<file path="src/hw/tmc_defines.svh">
// Constants for the transceiver mode and serial control block
//
// Functional notes
// - Three modes: normal, receive-only, battery standby, chosen by the control word.
// - Transmit only in normal; receive off in standby; autotiming off in normal.
// - A bus wake-up in standby drives the receive-data output low.
// - Any reset clears the control word, which gives battery standby.
// - Diagnosis bit 15 reports transceiver thermal shutdown.
// - Diagnosis bits 8 to 13 report six bus failure groups.
// - Single-line mode is entered only after a filter delay.
// - Differential mode returns only after a further delay once the failure clears.
// - Failure cases 3, 5, 6, 6a, 7 switch off termination and driver of that line.
// - In standby the low-line termination is switched to the battery supply.
// - Each transfer shifts 16 control bits in while diagnosis bits shift out.
// - Select rising loads the new control word and floats the serial output.
// - Internal delays count in cycles of 32 oscillator periods.
// - Each switch output except high switch one is on only while its control bit is set.
// - High switch one also follows the pulse-width input.
// - All high switches, autotiming included, go off on any reset.
// - Low switches go off on reset, watchdog reset or undercurrent watchdog-off.
// - At low current the watchdog stays active only if undercurrent function is off.
// - Control word goes LSB first; input bits are captured on the falling clock.
// - The serial output floats except while the select is low.
`ifndef TMC_DEFINES_SVH
`define TMC_DEFINES_SVH

// Register byte offsets
`define TMC_REG_CTRL      4'h0
`define TMC_REG_DIAG      4'h4
`define TMC_REG_STATUS    4'h8

// Control word fields
`define TMC_CW_WD_TRIG    0
`define TMC_CW_HS1        1
`define TMC_CW_HS2        2
`define TMC_CW_HS3        3
`define TMC_CW_HS3_AUTO   4
`define TMC_CW_LS1        5
`define TMC_CW_LS2        6
`define TMC_CW_SUPERV     7
`define TMC_CW_WD_UNDERI  8
`define TMC_CW_NOT_STBY   9
`define TMC_CW_TX_EN      10
`define TMC_CW_PWM_EN     11
`define TMC_CTRL_RESET    16'h0000

// Synchronised pin vector positions
`define TMC_PIN_W         18
`define TMC_P_SCLK        0
`define TMC_P_SEL_N       1
`define TMC_P_SIN         2
`define TMC_P_OSC         3
`define TMC_P_PWM         4
`define TMC_P_RST         5
`define TMC_P_WD_RST      6
`define TMC_P_ICC_LOW     7
`define TMC_P_WAKE        8
`define TMC_P_RX_BUS      9
`define TMC_P_THERM_CAN   10
`define TMC_P_THERM_SW    11
`define TMC_P_FAIL        12
`define TMC_PIN_IDLE      18'h00002

// Failure groups that disable a line (group n is diagnosis bit 8+n)
`define TMC_HIGH_OFF_MASK 6'h04
`define TMC_LOW_OFF_MASK  6'h38

// Timing: oscillator count per internal cycle, delays in internal cycles, frame bits
`define TMC_OSC_PER_CYC   5'h1f
`define TMC_FAIL_ON_CYC   4'h4
`define TMC_FAIL_OFF_CYC  4'h8
`define TMC_AUTO_ON_CYC   7'h02
`define TMC_SPI_BITS      5'h10

`endif

</file>
<file path="src/hw/tmc_pkg.sv">
// Types for the transceiver mode and serial control block
package tmc_pkg;

  typedef enum logic [2:0] {
    TMC_STANDBY = 3'b001,
    TMC_RXONLY  = 3'b010,
    TMC_NORMAL  = 3'b100
  } tmc_mode_t;

  // All registered outputs apart from the AXI ports
  typedef struct packed {
    logic        serial_out;
    logic        serial_out_oe;
    logic        tx_enable;
    logic        rx_enable;
    logic        rxd;
    logic        high_line_termination;
    logic        low_line_termination;
    logic        low_term_to_battery;
    logic        high_driver_on;
    logic        low_driver_on;
    logic        high_switch_one;
    logic        high_switch_two;
    logic        high_switch_three;
    logic        low_switch_one;
    logic        low_switch_two;
    logic        watchdog_active;
    logic [5:0]  fail_active;
    tmc_mode_t   mode;
  } tmc_out_t;

  // AXI4-Lite slave state
  typedef struct packed {
    logic        aw_held;
    logic [3:0]  awaddr;
    logic        w_held;
    logic [31:0] wdata;
    logic [3:0]  wstrb;
    logic        bvalid;
    logic [1:0]  bresp;
    logic        rvalid;
    logic [31:0] rdata;
    logic [1:0]  rresp;
    logic        awready;
    logic        wready;
    logic        arready;
  } tmc_axi_t;

  // Whole module state
  typedef struct packed {
    logic [17:0]       s1;
    logic [17:0]       s2;
    logic [17:0]       s3;
    logic [17:0]       filt;
    logic [15:0]       sin;
    logic [15:0]       sout;
    logic [4:0]        bits;
    logic [15:0]       ctrl;
    logic [4:0]        osc_cnt;
    logic [6:0]        auto_cnt;
    logic [5:0][3:0]   flt_cnt;
    logic [5:0]        fail_act;
    logic              wake;
    tmc_axi_t          axi;
    tmc_out_t          o;
  } tmc_state_t;

endpackage

</file>
<file path="src/hw/tmc_spi_ctrl.sv">
// Serial control word, mode decode, failure filter and switch logic
`timescale 1ns/1ps
`include "tmc_defines.svh"

module tmc_spi_ctrl (
  input  wire logic        aclk,
  input  wire logic        aresetn,
  // AXI4-Lite slave
  input  wire logic [3:0]  s_axi_awaddr,
  input  wire logic        s_axi_awvalid,
  output logic             s_axi_awready,
  input  wire logic [31:0] s_axi_wdata,
  input  wire logic [3:0]  s_axi_wstrb,
  input  wire logic        s_axi_wvalid,
  output logic             s_axi_wready,
  output logic [1:0]       s_axi_bresp,
  output logic             s_axi_bvalid,
  input  wire logic        s_axi_bready,
  input  wire logic [3:0]  s_axi_araddr,
  input  wire logic        s_axi_arvalid,
  output logic             s_axi_arready,
  output logic [31:0]      s_axi_rdata,
  output logic [1:0]       s_axi_rresp,
  output logic             s_axi_rvalid,
  input  wire logic        s_axi_rready,
  // Serial port from the host
  input  wire logic        serial_clk,
  input  wire logic        serial_select_low,
  input  wire logic        serial_in,
  output logic             serial_out,
  output logic             serial_out_oe,
  // Pins and analog status
  input  wire logic        timebase_resistor_pin,
  input  wire logic        pwm_in,
  input  wire logic        reset_event,
  input  wire logic        watchdog_reset,
  input  wire logic        icc_low,
  input  wire logic        bus_wake,
  input  wire logic        rx_bus_data,
  input  wire logic        thermal_can,
  input  wire logic        thermal_switch,
  input  wire logic [5:0]  bus_fail_raw,
  // Transceiver and switch controls
  output logic             tx_enable,
  output logic             rx_enable,
  output logic             rxd,
  output logic             high_line_termination,
  output logic             low_line_termination,
  output logic             low_term_to_battery,
  output logic             high_driver_on,
  output logic             low_driver_on,
  output logic             high_switch_one,
  output logic             high_switch_two,
  output logic             high_switch_three,
  output logic             low_switch_one,
  output logic             low_switch_two,
  output logic             watchdog_active,
  output logic [5:0]       fail_active,
  output logic [2:0]       mode
);

  tmc_pkg::tmc_state_t r;
  tmc_pkg::tmc_state_t next_r;
  logic [17:0]         pins;

  // Every serial port and status pin goes through the same three-stage filter; aresetn and the AXI ports do not
  assign pins = {bus_fail_raw, thermal_switch, thermal_can, rx_bus_data, bus_wake, icc_low,
                 watchdog_reset, reset_event, pwm_in, timebase_resistor_pin, serial_in,
                 serial_select_low, serial_clk};

  // Next-state logic for the whole block
  always_comb begin
    logic        sclk_rise;
    logic        sclk_fall;
    logic        sel_fall;
    logic        sel_rise;
    logic        tick;
    logic        any_rst;
    logic        wd_off;
    logic        auto_on;
    logic        raw;
    logic [15:0] diag;
    logic [31:0] rd;
    logic [1:0]  rresp;
    sclk_rise = 1'b0;
    sclk_fall = 1'b0;
    sel_fall  = 1'b0;
    sel_rise  = 1'b0;
    tick      = 1'b0;
    any_rst   = 1'b0;
    wd_off    = 1'b0;
    auto_on   = 1'b0;
    raw       = 1'b0;
    diag      = 16'h0000;
    rd        = 32'h00000000;
    rresp     = 2'h0;
    next_r    = r;

    // A change counts once the second and third stages agree
    next_r.s1   = pins;
    next_r.s2   = r.s1;
    next_r.s3   = r.s2;
    next_r.filt = (r.s2 & r.s3) | (r.filt & (r.s2 | r.s3));

    sclk_rise = ~r.filt[`TMC_P_SCLK] & next_r.filt[`TMC_P_SCLK];
    sclk_fall = r.filt[`TMC_P_SCLK] & ~next_r.filt[`TMC_P_SCLK];
    sel_fall  = r.filt[`TMC_P_SEL_N] & ~next_r.filt[`TMC_P_SEL_N];
    sel_rise  = ~r.filt[`TMC_P_SEL_N] & next_r.filt[`TMC_P_SEL_N];

    // Internal cycle: one tick per 32 oscillator periods
    if (~r.filt[`TMC_P_OSC] & next_r.filt[`TMC_P_OSC]) begin
      if (r.osc_cnt == `TMC_OSC_PER_CYC) begin
        next_r.osc_cnt = 5'h00;
        tick           = 1'b1;
      end else begin
        next_r.osc_cnt = r.osc_cnt + 5'h01;
      end
    end

    // Failure filters; the on and off delays differ so short glitches never switch
    for (int i = 0; i < 6; i++) begin
      raw = next_r.filt[`TMC_P_FAIL + i];
      if (raw == r.fail_act[i]) begin
        next_r.flt_cnt[i] = 4'h0;
      end else if (tick) begin
        if ((r.flt_cnt[i] + 4'h1) >= (raw ? `TMC_FAIL_ON_CYC : `TMC_FAIL_OFF_CYC)) begin
          next_r.fail_act[i] = raw;
          next_r.flt_cnt[i]  = 4'h0;
        end else begin
          next_r.flt_cnt[i] = r.flt_cnt[i] + 4'h1;
        end
      end
    end

    // Diagnosis word, captured at the start of each frame
    diag = {r.filt[`TMC_P_THERM_CAN], r.filt[`TMC_P_THERM_SW], r.fail_act, 1'b0,
            r.o.low_switch_two, r.o.low_switch_one, 5'h00};

    // Serial shifter: capture on falling clock, LSB first; output moves on rising
    if (sel_fall) begin
      next_r.sout = diag;
      next_r.bits = 5'h00;
    end else if (~next_r.filt[`TMC_P_SEL_N]) begin
      if (sclk_fall) begin
        next_r.sin = {next_r.filt[`TMC_P_SIN], r.sin[15:1]};
        if (r.bits != `TMC_SPI_BITS) begin
          next_r.bits = r.bits + 5'h01;
        end
      end
      if (sclk_rise && r.bits != 5'h00) begin
        next_r.sout = {1'b0, r.sout[15:1]};
      end
    end

    // AXI write: address and data are taken in either order
    if (s_axi_awvalid && !r.axi.aw_held && !r.axi.bvalid) begin
      next_r.axi.aw_held = 1'b1;
      next_r.axi.awaddr  = s_axi_awaddr;
    end
    if (s_axi_wvalid && !r.axi.w_held && !r.axi.bvalid) begin
      next_r.axi.w_held = 1'b1;
      next_r.axi.wdata  = s_axi_wdata;
      next_r.axi.wstrb  = s_axi_wstrb;
    end
    if (r.axi.aw_held && r.axi.w_held) begin
      next_r.axi.aw_held = 1'b0;
      next_r.axi.w_held  = 1'b0;
      next_r.axi.bvalid  = 1'b1;
      next_r.axi.bresp   = 2'h0;
      if (r.axi.awaddr[3:2] == `TMC_REG_CTRL >> 2) begin
        if (r.axi.wstrb[0]) begin
          next_r.ctrl[7:0] = r.axi.wdata[7:0];
        end
        if (r.axi.wstrb[1]) begin
          next_r.ctrl[15:8] = r.axi.wdata[15:8];
        end
      end else if (r.axi.awaddr[3:2] != `TMC_REG_DIAG >> 2 &&
                   r.axi.awaddr[3:2] != `TMC_REG_STATUS >> 2) begin
        next_r.axi.bresp = 2'h2;
      end
    end else if (r.axi.bvalid && s_axi_bready) begin
      next_r.axi.bvalid = 1'b0;
    end

    // Select rising takes the shifted word; it wins over a bus write
    if (sel_rise) begin
      next_r.ctrl = r.sin;
    end

    // Any reset clears the word last of all, so nothing can survive it
    any_rst = next_r.filt[`TMC_P_RST] | next_r.filt[`TMC_P_WD_RST];
    if (any_rst) begin
      next_r.ctrl = `TMC_CTRL_RESET;
    end

    // Mode decode; all-zero word gives standby
    if (!next_r.ctrl[`TMC_CW_NOT_STBY]) begin
      next_r.o.mode = tmc_pkg::TMC_STANDBY;
    end else if (next_r.ctrl[`TMC_CW_TX_EN]) begin
      next_r.o.mode = tmc_pkg::TMC_NORMAL;
    end else begin
      next_r.o.mode = tmc_pkg::TMC_RXONLY;
    end

    next_r.o.tx_enable = (next_r.o.mode == tmc_pkg::TMC_NORMAL);
    next_r.o.rx_enable = (next_r.o.mode != tmc_pkg::TMC_STANDBY);

    // Wake flag: set in standby, cleared by leaving standby or by the bus reset, so clearing wins
    if (next_r.o.mode != tmc_pkg::TMC_STANDBY) begin
      next_r.wake = 1'b0;
    end else if (next_r.filt[`TMC_P_WAKE]) begin
      next_r.wake = 1'b1;
    end
    next_r.o.rxd = next_r.o.rx_enable ? next_r.filt[`TMC_P_RX_BUS] : ~next_r.wake;

    // Line handling for failures and standby
    next_r.o.fail_active           = next_r.fail_act;
    next_r.o.high_line_termination = ~|(next_r.fail_act & `TMC_HIGH_OFF_MASK);
    next_r.o.low_line_termination  = ~|(next_r.fail_act & `TMC_LOW_OFF_MASK);
    next_r.o.high_driver_on = next_r.o.tx_enable & next_r.o.high_line_termination;
    next_r.o.low_driver_on  = next_r.o.tx_enable & next_r.o.low_line_termination;
    next_r.o.low_term_to_battery = (next_r.o.mode == tmc_pkg::TMC_STANDBY);

    // Watchdog off only when low current meets the enabled undercurrent function
    wd_off = next_r.filt[`TMC_P_ICC_LOW] & next_r.ctrl[`TMC_CW_WD_UNDERI];
    next_r.o.watchdog_active = ~wd_off;

    // Autotiming of high switch three outside normal mode
    auto_on = next_r.ctrl[`TMC_CW_HS3] & next_r.ctrl[`TMC_CW_HS3_AUTO] &
              (next_r.o.mode != tmc_pkg::TMC_NORMAL) & ~any_rst;
    if (!auto_on) begin
      next_r.auto_cnt = 7'h00;
    end else if (tick) begin
      next_r.auto_cnt = r.auto_cnt + 7'h01; // wraps every 128 internal cycles
    end

    // Switch outputs; resets hold them off in the same cycle that the word clears
    next_r.o.high_switch_one = ~any_rst & (next_r.ctrl[`TMC_CW_HS1] |
      (next_r.ctrl[`TMC_CW_PWM_EN] & next_r.filt[`TMC_P_PWM]));
    next_r.o.high_switch_two = ~any_rst & next_r.ctrl[`TMC_CW_HS2];
    next_r.o.high_switch_three = auto_on ? (next_r.auto_cnt < `TMC_AUTO_ON_CYC)
                               : (~any_rst & next_r.ctrl[`TMC_CW_HS3]);
    next_r.o.low_switch_one = ~any_rst & ~wd_off & next_r.ctrl[`TMC_CW_LS1];
    next_r.o.low_switch_two = ~any_rst & ~wd_off & next_r.ctrl[`TMC_CW_LS2];

    // Serial output drives only while selected
    next_r.o.serial_out    = next_r.sout[0];
    next_r.o.serial_out_oe = ~next_r.filt[`TMC_P_SEL_N];

    // AXI read; one cycle from acceptance to data
    if (s_axi_arvalid && !r.axi.rvalid) begin
      unique case (s_axi_araddr[3:2])
        2'h0:    rd = {16'h0000, r.ctrl};
        2'h1:    rd = {16'h0000, diag};
        2'h2:    rd = {14'h0000, r.o.mode, r.o.fail_active, r.o.watchdog_active,
                       r.o.low_switch_two, r.o.low_switch_one, r.o.high_switch_three,
                       r.o.high_switch_two, r.o.high_switch_one, r.o.rx_enable,
                       r.o.tx_enable, r.wake};
        default: rresp = 2'h2;
      endcase
      next_r.axi.rvalid = 1'b1;
      next_r.axi.rdata  = rd;
      next_r.axi.rresp  = rresp;
    end else if (r.axi.rvalid && s_axi_rready) begin
      next_r.axi.rvalid = 1'b0;
    end

    // Readies are registered too, so no port is a gate away from a flip-flop
    next_r.axi.awready = ~next_r.axi.aw_held & ~next_r.axi.bvalid;
    next_r.axi.wready  = ~next_r.axi.w_held & ~next_r.axi.bvalid;
    next_r.axi.arready = ~next_r.axi.rvalid;
  end

  // State register; reset value puts the block in standby with all switches and drivers off
  always_ff @(posedge aclk) begin
    if (!aresetn) begin
      r        <= '0;
      r.s1     <= `TMC_PIN_IDLE;
      r.s2     <= `TMC_PIN_IDLE;
      r.s3     <= `TMC_PIN_IDLE;
      r.filt   <= `TMC_PIN_IDLE;
      r.ctrl   <= `TMC_CTRL_RESET;
      r.o.mode <= tmc_pkg::TMC_STANDBY;
      r.o.rxd  <= 1'b1;
      r.o.high_line_termination <= 1'b1;
      r.o.low_line_termination  <= 1'b1;
      r.o.low_term_to_battery   <= 1'b1;
      r.o.watchdog_active       <= 1'b1;
      r.axi.awready             <= 1'b1;
      r.axi.wready              <= 1'b1;
      r.axi.arready             <= 1'b1;
    end else begin
      r <= next_r;
    end
  end

  // Ports straight from the state register
  assign s_axi_awready = r.axi.awready;
  assign s_axi_wready  = r.axi.wready;
  assign s_axi_bvalid  = r.axi.bvalid;
  assign s_axi_bresp   = r.axi.bresp;
  assign s_axi_arready = r.axi.arready;
  assign s_axi_rvalid  = r.axi.rvalid;
  assign s_axi_rdata   = r.axi.rdata;
  assign s_axi_rresp   = r.axi.rresp;
  assign serial_out            = r.o.serial_out;
  assign serial_out_oe         = r.o.serial_out_oe;
  assign tx_enable             = r.o.tx_enable;
  assign rx_enable             = r.o.rx_enable;
  assign rxd                   = r.o.rxd;
  assign high_line_termination = r.o.high_line_termination;
  assign low_line_termination  = r.o.low_line_termination;
  assign low_term_to_battery   = r.o.low_term_to_battery;
  assign high_driver_on        = r.o.high_driver_on;
  assign low_driver_on         = r.o.low_driver_on;
  assign high_switch_one       = r.o.high_switch_one;
  assign high_switch_two       = r.o.high_switch_two;
  assign high_switch_three     = r.o.high_switch_three;
  assign low_switch_one        = r.o.low_switch_one;
  assign low_switch_two        = r.o.low_switch_two;
  assign watchdog_active       = r.o.watchdog_active;
  assign fail_active           = r.o.fail_active;
  assign mode                  = r.o.mode;

endmodule

</file>
<file path="config.mk">
export PLATFORM = sky130hd
export DESIGN_NAME = tmc_spi_ctrl
export DESIGN_NICKNAME = d
export VERILOG_FILES = /design/src/hw/tmc_pkg.sv /design/src/hw/tmc_spi_ctrl.sv
export VERILOG_INCLUDE_DIRS = /design/src /design/src/hw
export SDC_FILE = /design/constraint.sdc
export NUM_CORES = 1
export LEC_CHECK = 0
export BUFFER_PORTS_ARGS = -buffer_cell sky130_fd_sc_hd__buf_2
export CAP_MARGIN = 25
export CORE_MARGIN = 2
export CORE_UTILIZATION = 51
export CTS_CLUSTER_SIZE = 40
export DETAILED_ROUTE_END_ITERATION = 12
export PLACE_DENSITY_LB_ADDON = 0.12
export SYNTH_ARGS = -nofsm -noshare
export SYNTH_HDL_FRONTEND = slang
export SYNTH_SLANG_ARGS = --single-unit
</file>
<file path="constraint.sdc">
create_clock -name aclk -period 2.2 [get_ports aclk]
set_input_delay 0.66 -clock aclk [delete_from_list [all_inputs] [get_ports aclk]]
set_output_delay 0.66 -clock aclk [all_outputs]
set_load 0.05 [all_outputs]
</file>
==> flow_summary.json, run 1 <==
{
  "outcome": "completed",
  "cts.htree.levels": 1,
  "seq_area_frac_synth_pct": 49.3,
  "cts_made_buffers": 24,
  "cts_root_buf": "clkbuf_16",
  "slew_headroom_pct": 55.5,
  "antenna_found_initial": 1,
  "postLayoutCoreUtil_pct": 60.7,
  "io_pins": 135,
  "p_per_area_nw_per_um2": 821,
  "max-vdd-ir-drop_uv": 622,
  "min-delay-start": "serial_select_low",
  "synthCells": 1004,
  "worst_setup_path_end_kind": "flip-flop",
  "fin_nets": 1184,
  "n_antenna_cell": 0,
  "syn_area_um2": 9390,
  "syn_avg_cell_area_um2": 9.35,
  "grt_overflow_total": 0,
  "synth_seq_cells": 231,
  "final_cell_area_um2": 10900,
  "fmaxAchievable_mhz": 457,
  "num_vias": 6899,
  "setup_viol": 0,
  "leakage_nw": 4.57,
  "dpl_cell_area_um2": 10000,
  "grt_pass1_wl_mm": 32.6,
  "avgViaCountPerCell": 5.16,
  "regToRegStartpoint": "r[146]",
  "synthTopCellsByArea": "dfxtp_1 49%, mux2i_1 5.2%, nor2_1 4.8%",
  "drive_gt1_share_pct": 19.6,
  "slew_violations": 0,
  "finalWeightedCongestion": 0.826,
  "critPathKind": "reg -> reg",
  "fin_ws_ns": 0.0115,
  "pwr-share-seq_pct": 48.3,
  "clk_latency_ns": 0.52,
  "clock_path_buffers": 3,
  "cp_max_fo": 6,
  "cts_sinks": 231,
  "yosys.cell_types.count": 60,
  "period_needed_ns": 2.19,
  "clk_pin_slew_worst_paths_ns": 0.06,
  "firstDrtPassIters": 5,
  "fillers": 1630,
  "p_int_w": 0.00693,
  "yosys.area.top_type": "dfxtp_1",
  "rows": 49,
  "grt_pass1_vias": 6437,
  "post_drt_wl_per_cell_um": 14.7,
  "grt_start_max_net_pins": 79,
  "routed_wl_mm": 19.7,
  "hold_buffers": 0,
  "coreArea_um2": 18000,
  "synth.most_common_cell": "dfxtp_1",
  "syn_to_final_growth_pct": 16.5,
  "ys_warn_count": 0,
  "max_slew.worst_pin.slew_ns": 0.665,
  "arrival_ns": 2.65,
  "ant_nets": 0,
  "die_w_um": 140,
  "power.share.clock_pct": 46.4,
  "die_area_um2": 19500,
  "start_kind": "flip-flop",
  "netSwitchingFraction_pct": 22.7,
  "comb_power_share_pct": 5.3,
  "power.total_w": 0.00897,
  "netlist.area_leader.share_pct": 49.3,
  "startpoint": "r[146]",
  "die_h_um": 140,
  "ys.flop_type": "dfxtp_1",
  "port_buffers": 96,
  "hp-class": "in -> reg",
  "cp.required_ns": 2.66,
  "dr.first_iter.drc_count": 368,
  "synth-edff-count": 0,
  "start_util_pct": 52.1,
  "preCtsSetupSlack_ns": 0.0697,
  "async_flop_share_pct": 0,
  "drc": 0,
  "fin_crit_sh_pct": 99.5,
  "hpwlAfterDp_mm": 13.7,
  "maxCapViolations": 0,
  "synth_common_cells": "231 x dfxtp_1, 120 x nor2_1, 92 x nand2_1, 69 x and2_1, 68 x a21oi_1",
  "finalHoldViolCount": 0,
  "cts_tree": "done",
  "switchingPower_w": 0.00204,
  "fin_skew_ns": 0.0174,
  "track_usage_pct": 20.2,
  "rsz0062_at_grt": "yes"
}
-- what timing repair did --
| action | 4_1_cts | 5_1_grt |
|---|---|---|
| endpoints found under the setup margin | 0 | 7 |
| setup buffers | 0 | 1 |
| resized for setup | 0 | 18 |
-- cells by family after synthesis --
logic type | Yosys count | synth area share [%]
AOI/OAI and AO/OA | 150 | 10.1
xor gates and xnor gates | 30 | 2.80
adders and majority gates | 39 | 4.87
buffers and inverters | 105 | 6.17
DFF | 231 | 49.3
muxes | 55 | 5.95
other | 1 | 0.0400
and+or+nand+nor | 393 | 20.8
-- flip-flops by register name, summed over array words and instances, names as in the netlist, 2 cells and up --
signal,count
next_r,36
r,147
fail_active,6
mode,2
s_axi_rdata,18
-- final timing paths --
path | to | slack, ns | cells past startpoint
setup reg to reg | high_switch_three | 0.01 | 9
hold reg to reg | next_r[224] | 0.43 | 1
setup / recovery | high_switch_three | 0.01 | 9
hold / removal | next_r[241] | 0.32 | 2
-- layout by cell type (no fill, tap or decap), drive strengths merged, types with 2 or more instances in the layout --
cell,instances
buf,138
maj3,13
nand4b,8
nor3b,5
nand3,42
ha,26
nor2,120
nor2b,8
a211oi,19
nand3b,2
o21ai,22
a21oi,68
a21o,3
clkbuf,32
nand4,5
mux2i,49
xor2,13
or3,2
mux2,6
and4bb,3
conb,16
nand2b,8
and3,2
bufinv,2
a22oi,6
and2,69
o21bai,2
nor4b,2
a21bo,6
a31oi,3
a311oi,13
xnor2,17
nor3,16
clkinv,4
nand2,92
dfxtp,231
clkinvlp,6
inv,11
-- worst max-delay path, stage by stage, from the launching register on --
cell and delay, ns:
dfxtp_2 0.36, ha_4 0.14, and3_4 0.19, ha_4 0.12, nand4b_1 0.22, buf_6 0.22
nor4b_4 0.26, o21bai_1 0.11, a222oi_1 0.33, o21a_1 0.19
-- power groups by stage --
| stage | clock, W | combinational (W) | sequential [W] |
|---|---|---|---|
| floorplan | 0 | 0.000360 | 0.00444 |
| global placement | 0 | 0.000476 | 0.00442 |
| detailed placement | 0 | 0.000478 | 0.00443 |
| CTS | 0.00427 | 0.000480 | 0.00433 |
| global route | 0.00445 | 0.000520 | 0.00434 |
| finish | 0.00416 | 0.000475 | 0.00433 |
-- per-stage QoR --
| stage | hold WS, ns | setup TNS (ns) | instances |
|---|---|---|---|
| floorplan | 0.386 | 0 | 1019 |
| global placement | 0.418 | 0 | 1291 |
| detailed placement | 0.418 | 0 | 1291 |
| CTS | 0.305 | 0 | 1335 |
| global route | 0.308 | -0.150 | 1336 |
| finish | 0.323 | 0 | 1336 |
-- routing by layer --
metal | part of all wire (%) | vias up | GRT usage (%)
li1 | - | 3529 | -
met1 | 48 | 3214 | 29.0
met2 | 45 | 133 | 31.7
met3 | 5.1 | 23 | 3.17
met4 | 1.6 | 0 | 5.42
met5 | 0 | - | 0
-- layout make-up --
cell class | count | area (um2) | share of cell area, %
inverter | 11 | 41.3 | 0.378
sequential | 231 | 4630 | 42.3
clock buffer | 32 | 712 | 6.51
clock inverter | 12 | 125 | 1.14
multi-input combinational | 683 | 4320 | 39.5
timing repair buffer | 138 | 825 | 7.54
tap | 229 | 287 | 2.62
No activity file was read; power rests on OpenSTA's default activity.
==> run 2, diff against run 1 <==
--- a/config.mk
+++ b/config.mk
@@ -8,8 +8,10 @@
 export LEC_CHECK = 0
 export BUFFER_PORTS_ARGS = -buffer_cell sky130_fd_sc_hd__buf_2
 export CAP_MARGIN = 25
+export CORE_ASPECT_RATIO = 1.25
 export CORE_MARGIN = 2
-export CORE_UTILIZATION = 51
+export CORE_UTILIZATION = 53
+export CTS_BUF_LIST = sky130_fd_sc_hd__clkbuf_2
 export CTS_CLUSTER_SIZE = 40
 export DETAILED_ROUTE_END_ITERATION = 12
 export PLACE_DENSITY_LB_ADDON = 0.12
==> run 2 against run 1 <==
Cell area is 1.9% lower; first-iteration DRC count is 33% lower; critical path depth is 8 lower; via count is 3.3% higher; final cell count is 3.8% higher; combinational power is 7.4% higher; sequential share of layout area is 1.0 points higher; clock power is 39% lower; register-to-register slack better by 0.12 ns; critical endpoint is now tx_enable; highest routed layer unchanged.
==> flow_summary.json, run 2 (synthesis results as in run 1) <==
{
  "fin_nets": 1224,
  "hold_end": "r[76]",
  "final_cell_mix": "222 x dfxtp_1, 119 x nor2_1, 92 x nand2_1, 78 x clkbuf_2, 69 x and2_1",
  "cts_made_buffers": 54,
  "regToRegStartpoint": "r[146]",
  "setup_viol": 0,
  "drc": 0,
  "maxCapViolations": 0,
  "clk_latency_ns": 0.83,
  "clock_path_buffers": 3,
  "fmaxAchievable_mhz": 464,
  "preCtsSetupSlack_ns": -0.00271,
  "ant_nets": 0,
  "power.total_w": 0.00736,
  "avgViaCountPerCell": 5.14,
  "reg2reg_slack_ns": 0.13,
  "routed_wl_mm": 20.1,
  "finalWeightedCongestion": 0.824,
  "start_kind": "flip-flop",
  "fin_tns_setup_ns": 0,
  "cts_sinks": 231,
  "min-delay-start": "s_axi_wdata[6]",
  "cts_root_buf": "clkbuf_2",
  "grt_pass1_vias": 6753,
  "outcome": "completed",
  "post_drt_wl_per_cell_um": 14.5,
  "fin_crit_sh_pct": 97.9,
  "layout_commonest_cell": "dfxtp_1",
  "grt_start_max_net_pins": 90,
  "instances_no_fill": 1387,
  "fin_ws_ns": 0.0468,
  "dpl_cell_area_um2": 9970,
  "io_pins": 135,
  "leakage_nw": 4.54,
  "max_slew.worst_pin.slew_ns": 0.608,
  "fin_skew_ns": 0.0965,
  "reg2reg_to": "high_switch_three",
  "start_util_pct": 53.8,
  "slew_violations": 0,
  "antenna_found_initial": 2,
  "grt_pass1_wl_mm": 32.1,
  "worst_setup_path_end_kind": "output port",
  "critPathKind": "reg -> out",
  "max-vdd-ir-drop_uv": 432,
  "rsz0062_at_grt": "yes",
  "crit_path_top_delay_cell": "dfxtp_1",
  "cp.required_ns": 1.54,
  "cts_tree": "done",
  "cts.htree.levels": 2,
  "clk_pin_slew_worst_paths_ns": 0.11,
  "die_w_um": 123,
  "coreArea_um2": 17400,
  "syn_to_final_growth_pct": 14.2,
  "grt_overflow_total": 0,
  "final_cell_area_um2": 10700,
  "die_area_um2": 18800,
  "firstDrtPassIters": 5,
  "num_vias": 7127,
  "path_delay_family": "flip-flops",
  "whs_path_depth": 3,
  "path_cells": "clkbuf_4",
  "hpwlAfterDp_mm": 13.7,
  "critical-path-max-stage-delay_ns": 0.40,
  "top_register": "r",
  "hp-class": "in -> reg",
  "die_h_um": 153,
  "port_buffers": 96,
  "track_usage_pct": 21.1,
  "cp_max_fo": 4,
  "period_needed_ns": 2.15,
  "largest_reg_flops": 147,
  "rows": 54,
  "arrival_ns": 1.49,
  "path_buf_inv": 1,
  "p_per_area_nw_per_um2": 686,
  "slew_headroom_pct": 59.5,
  "drive_gt1_share_pct": 22.2,
  "dr.first_iter.drc_count": 246,
  "rr_worst_depth": 8,
  "dp_cells": 1283,
  "finalHoldViolCount": 0
}
run 2: cell count changes in the layout (fill, tap and decap cells not counted), moves of 8 or more:
cell / delta
dlygate4sd3_1: +13
clkbuf_16: -25
clkbuf_4: +8
buf_2: -28
clkbuf_2: +78
buf_4: +12
run 2: metal layers:
layer	wire, um	vias to the layer above	track usage (%)
li1	-	3653	-
met1	8750	3305	25.1
met2	10100	138	36.0
met3	740	31	4.64
met4	503	0	9.58
met5	0	-	0
run 2: how the worst max path moves through the flow:
stage | cells after the start | startpoint | slack (ns) | endpoint
2_1_floorplan | 8 | r[146] | 0.16 | r[117]
3_3_place_gp | 8 | r[146] | 0.03 | high_switch_three
3_5_place_dp | 8 | r[146] | -0.003 | high_switch_three
4_1_cts | 1 | tx_enable | -0.05 | tx_enable
5_1_grt | 1 | tx_enable | -0.04 | tx_enable
6_report | 1 | tx_enable | 0.05 | tx_enable
run 2: power by group:
| group | internal (W) | total (W) | switching [W] | leakage, nW |
|---|---|---|---|---|
| clock | 0.000933 | 0.00252 | 0.00159 | 0.346 |
| sequential | 0.00427 | 0.00432 | 0.0000551 | 1.88 |
| combinational | 0.000168 | 0.000510 | 0.000342 | 2.31 |
run 2: tightest hold or removal path, delay by kind of cell:
family / cells / cell delay, ns
buf+inv: 1 / 0.10
compound gates: 1 / 0.05
simple gates: 1 / 0.05
run 2: stage by stage:
stage                     util [%]  hold slack, ns
after floorplan                  -           0.386
after global placement        57.2           0.392
after detailed placement      57.2           0.404
after CTS                     60.8        0.000284
after global routing          61.5         0.00350
final                         61.5          0.0594
run 2: repair_timing:
item / CTS / global route
setup buffers: 0 / 1
setup endpoints to repair: 23 / 26
hold endpoints to repair: 12 / 1
gates resized for setup: 31 / 27
pin swaps: 0 / 5
hold buffers: 12 / 1
run 2: final cells by class:
| cell class | instances | area [um2] |
|---|---|---|
| diodes | 2 | 5.00 |
| clock buffers | 78 | 390 |
| clock inverters | 10 | 43.8 |
| fillers | 1623 | 6710 |
| inverters | 11 | 41.3 |
| multi-input cells | 683 | 4290 |
| flip-flops and latches | 231 | 4650 |
| well taps | 224 | 280 |
| repair buffers | 148 | 1020 |
==> run 3, diff against run 2 <==
--- a/config.mk
+++ b/config.mk
@@ -15,6 +15,7 @@
 export CTS_CLUSTER_SIZE = 40
 export DETAILED_ROUTE_END_ITERATION = 12
 export PLACE_DENSITY_LB_ADDON = 0.12
+export SETUP_SLACK_MARGIN = 0.05
 export SYNTH_ARGS = -nofsm -noshare
 export SYNTH_HDL_FRONTEND = slang
 export SYNTH_SLANG_ARGS = --single-unit
==> run 3 against run 2 <==
Clock skew shrank 0.0065 ns; core utilization grew 1.1 points; die area is the same; largest cell class unchanged; via count is essentially flat; fmax grew 4.2%; non-clock buffer count grew 7; worst hold slack gained 0.0093 ns; count of clock-buffer cells in the layout is the same; cell area grew 1.9%; power is essentially flat; register-to-register slack gained 0.03 ns; sequential cell count is the same.
==> flow_summary.json, run 3 (synthesis results as in run 1) <==
{
  "outcome": "completed",
  "clk_latency_ns": 0.83,
  "max-vdd-ir-drop_uv": 432,
  "drive_gt1_share_pct": 24.3,
  "layout_commonest_cell": "dfxtp_1",
  "firstDrtPassIters": 4,
  "start_util_pct": 53.8,
  "fin_nets": 1231,
  "fin_crit_sh_pct": 94.0,
  "num_vias": 7124,
  "critical-path-max-stage-delay_ns": 0.40,
  "grt_overflow_total": 0,
  "port_buffers": 96,
  "setup_viol": 0,
  "finalHoldViolCount": 0,
  "grt_pass1_wl_mm": 32.3,
  "period_needed_ns": 2.07,
  "highest-signal-layer": "met4",
  "start_kind": "flip-flop",
  "cts_made_buffers": 54,
  "die_area_um2": 18800,
  "fin_tns_setup_ns": 0,
  "fin_skew_ns": 0.0900,
  "coreArea_um2": 17400,
  "postLayoutCoreUtil_pct": 62.6,
  "crit_path_top_delay_cell": "dfxtp_1",
  "cts.htree.levels": 2,
  "wl_met3_um": 745,
  "arrival_ns": 1.41,
  "fmaxAchievable_mhz": 484,
  "maxCapViolations": 0,
  "clock_path_buffers": 3,
  "slew_violations": 0,
  "max_slew.worst_pin.slew_ns": 0.589,
  "route.met2.wl_mm": 10.1,
  "largest_reg_flops": 147,
  "worst_setup_path_end_kind": "output port",
  "top_register": "r",
  "ant_nets": 0,
  "dr.first_iter.drc_count": 236,
  "hpwlAfterDp_mm": 13.7,
  "track_usage_pct": 21.3,
  "die_h_um": 153,
  "final_cell_mix": "210 x dfxtp_1, 119 x nor2_1, 92 x nand2_1, 78 x clkbuf_2, 69 x and2_1",
  "antenna_found_initial": 2,
  "slew_headroom_pct": 60.7,
  "clk_pin_slew_worst_paths_ns": 0.11,
  "post_drt_wl_per_cell_um": 14.5,
  "cts_sinks": 231,
  "path_buf_inv": 1,
  "wl_met1_mm": 8.71,
  "grt_pass1_vias": 6806,
  "leakage_nw": 4.64,
  "instances_no_fill": 1394,
  "hp-class": "in -> reg",
  "avgViaCountPerCell": 5.11,
  "rsz0062_at_grt": "yes",
  "p_per_area_nw_per_um2": 673,
  "drc": 0,
  "cp_max_fo": 2,
  "dp_cells": 1283,
  "cts_tree": "done",
  "path_cells": "buf_6",
  "routed_wl_mm": 20.2,
  "whs_ns": 0.0687,
  "die_w_um": 123,
  "path_delay_family": "flip-flops",
  "cp.required_ns": 1.54,
  "syn_to_final_growth_pct": 16.4,
  "critPathKind": "reg -> out",
  "grt_start_max_net_pins": 90,
  "cts_root_buf": "clkbuf_2",
  "rows": 54,
  "finalWeightedCongestion": 0.824,
  "io_pins": 135
}
==> run 3: through the flow <==
stage | setup WS, ns | area, um2 | power (W)
floorplan | 0.160 | 9440 | 0.00480
global placement | 0.0338 | 9970 | 0.00491
detailed placement | -0.00271 | 9970 | 0.00491
CTS | 0.0160 | 10700 | 0.00746
global route | 0.0382 | 10900 | 0.00773
finish | 0.133 | 10900 | 0.00735
==> run 3: layer usage <==
metal,vias to the layer above,track usage (%)
met1,3294,25.4
met5,-,0
met4,0,9.79
li1,3652,-
met2,136,36.1
met3,42,4.53
==> run 3: final timing paths <==
kind                  startpoint           endpoint  slack [ns]  cells after the start
hold / removal    s_axi_wdata[6]              r[76]        0.07                      3
hold reg to reg      next_r[252]        next_r[234]        0.40                      1
setup / recovery         mode[0]            mode[0]        0.13                      1
setup reg to reg          r[146]  high_switch_three        0.16                     10
==> run 3: what timing repair did <==
item | CTS | global route
hold endpoints to repair | 12 | 1
buffers inserted | 0 | 8
hold buffers | 12 | 1
resized for setup | 65 | 44
pin swaps | 2 | 5
setup endpoints to repair | 34 | 36
==> run 3: area by class of cell <==
cell class,count,area (um2)
diodes,2,5.00
clock buffers,78,390
clock inverters,10,43.8
fillers,1588,6510
inverters,11,41.3
multi-input cells,683,4320
flip-flops and latches,231,4660
well taps,224,280
repair buffers,155,1170
==> run 3: report_power, final <==
part	switching [W]	leakage, nW	internal [W]
logic	0.000341	2.41	0.000175
registers	0.0000569	1.89	0.00427
clock network	0.00158	0.346	0.000933
==> run 3: worst reg2reg max path: stages (launching register included) <==
cell and delay [ns]:
dfxtp_2 0.36, ha_4 0.12, and3_1 0.15, ha_2 0.18
nand4b_1 0.11, buf_6 0.16, buf_6 0.12, nor4b_4 0.23
o21bai_1 0.10, a222oi_1 0.33, o21a_1 0.18
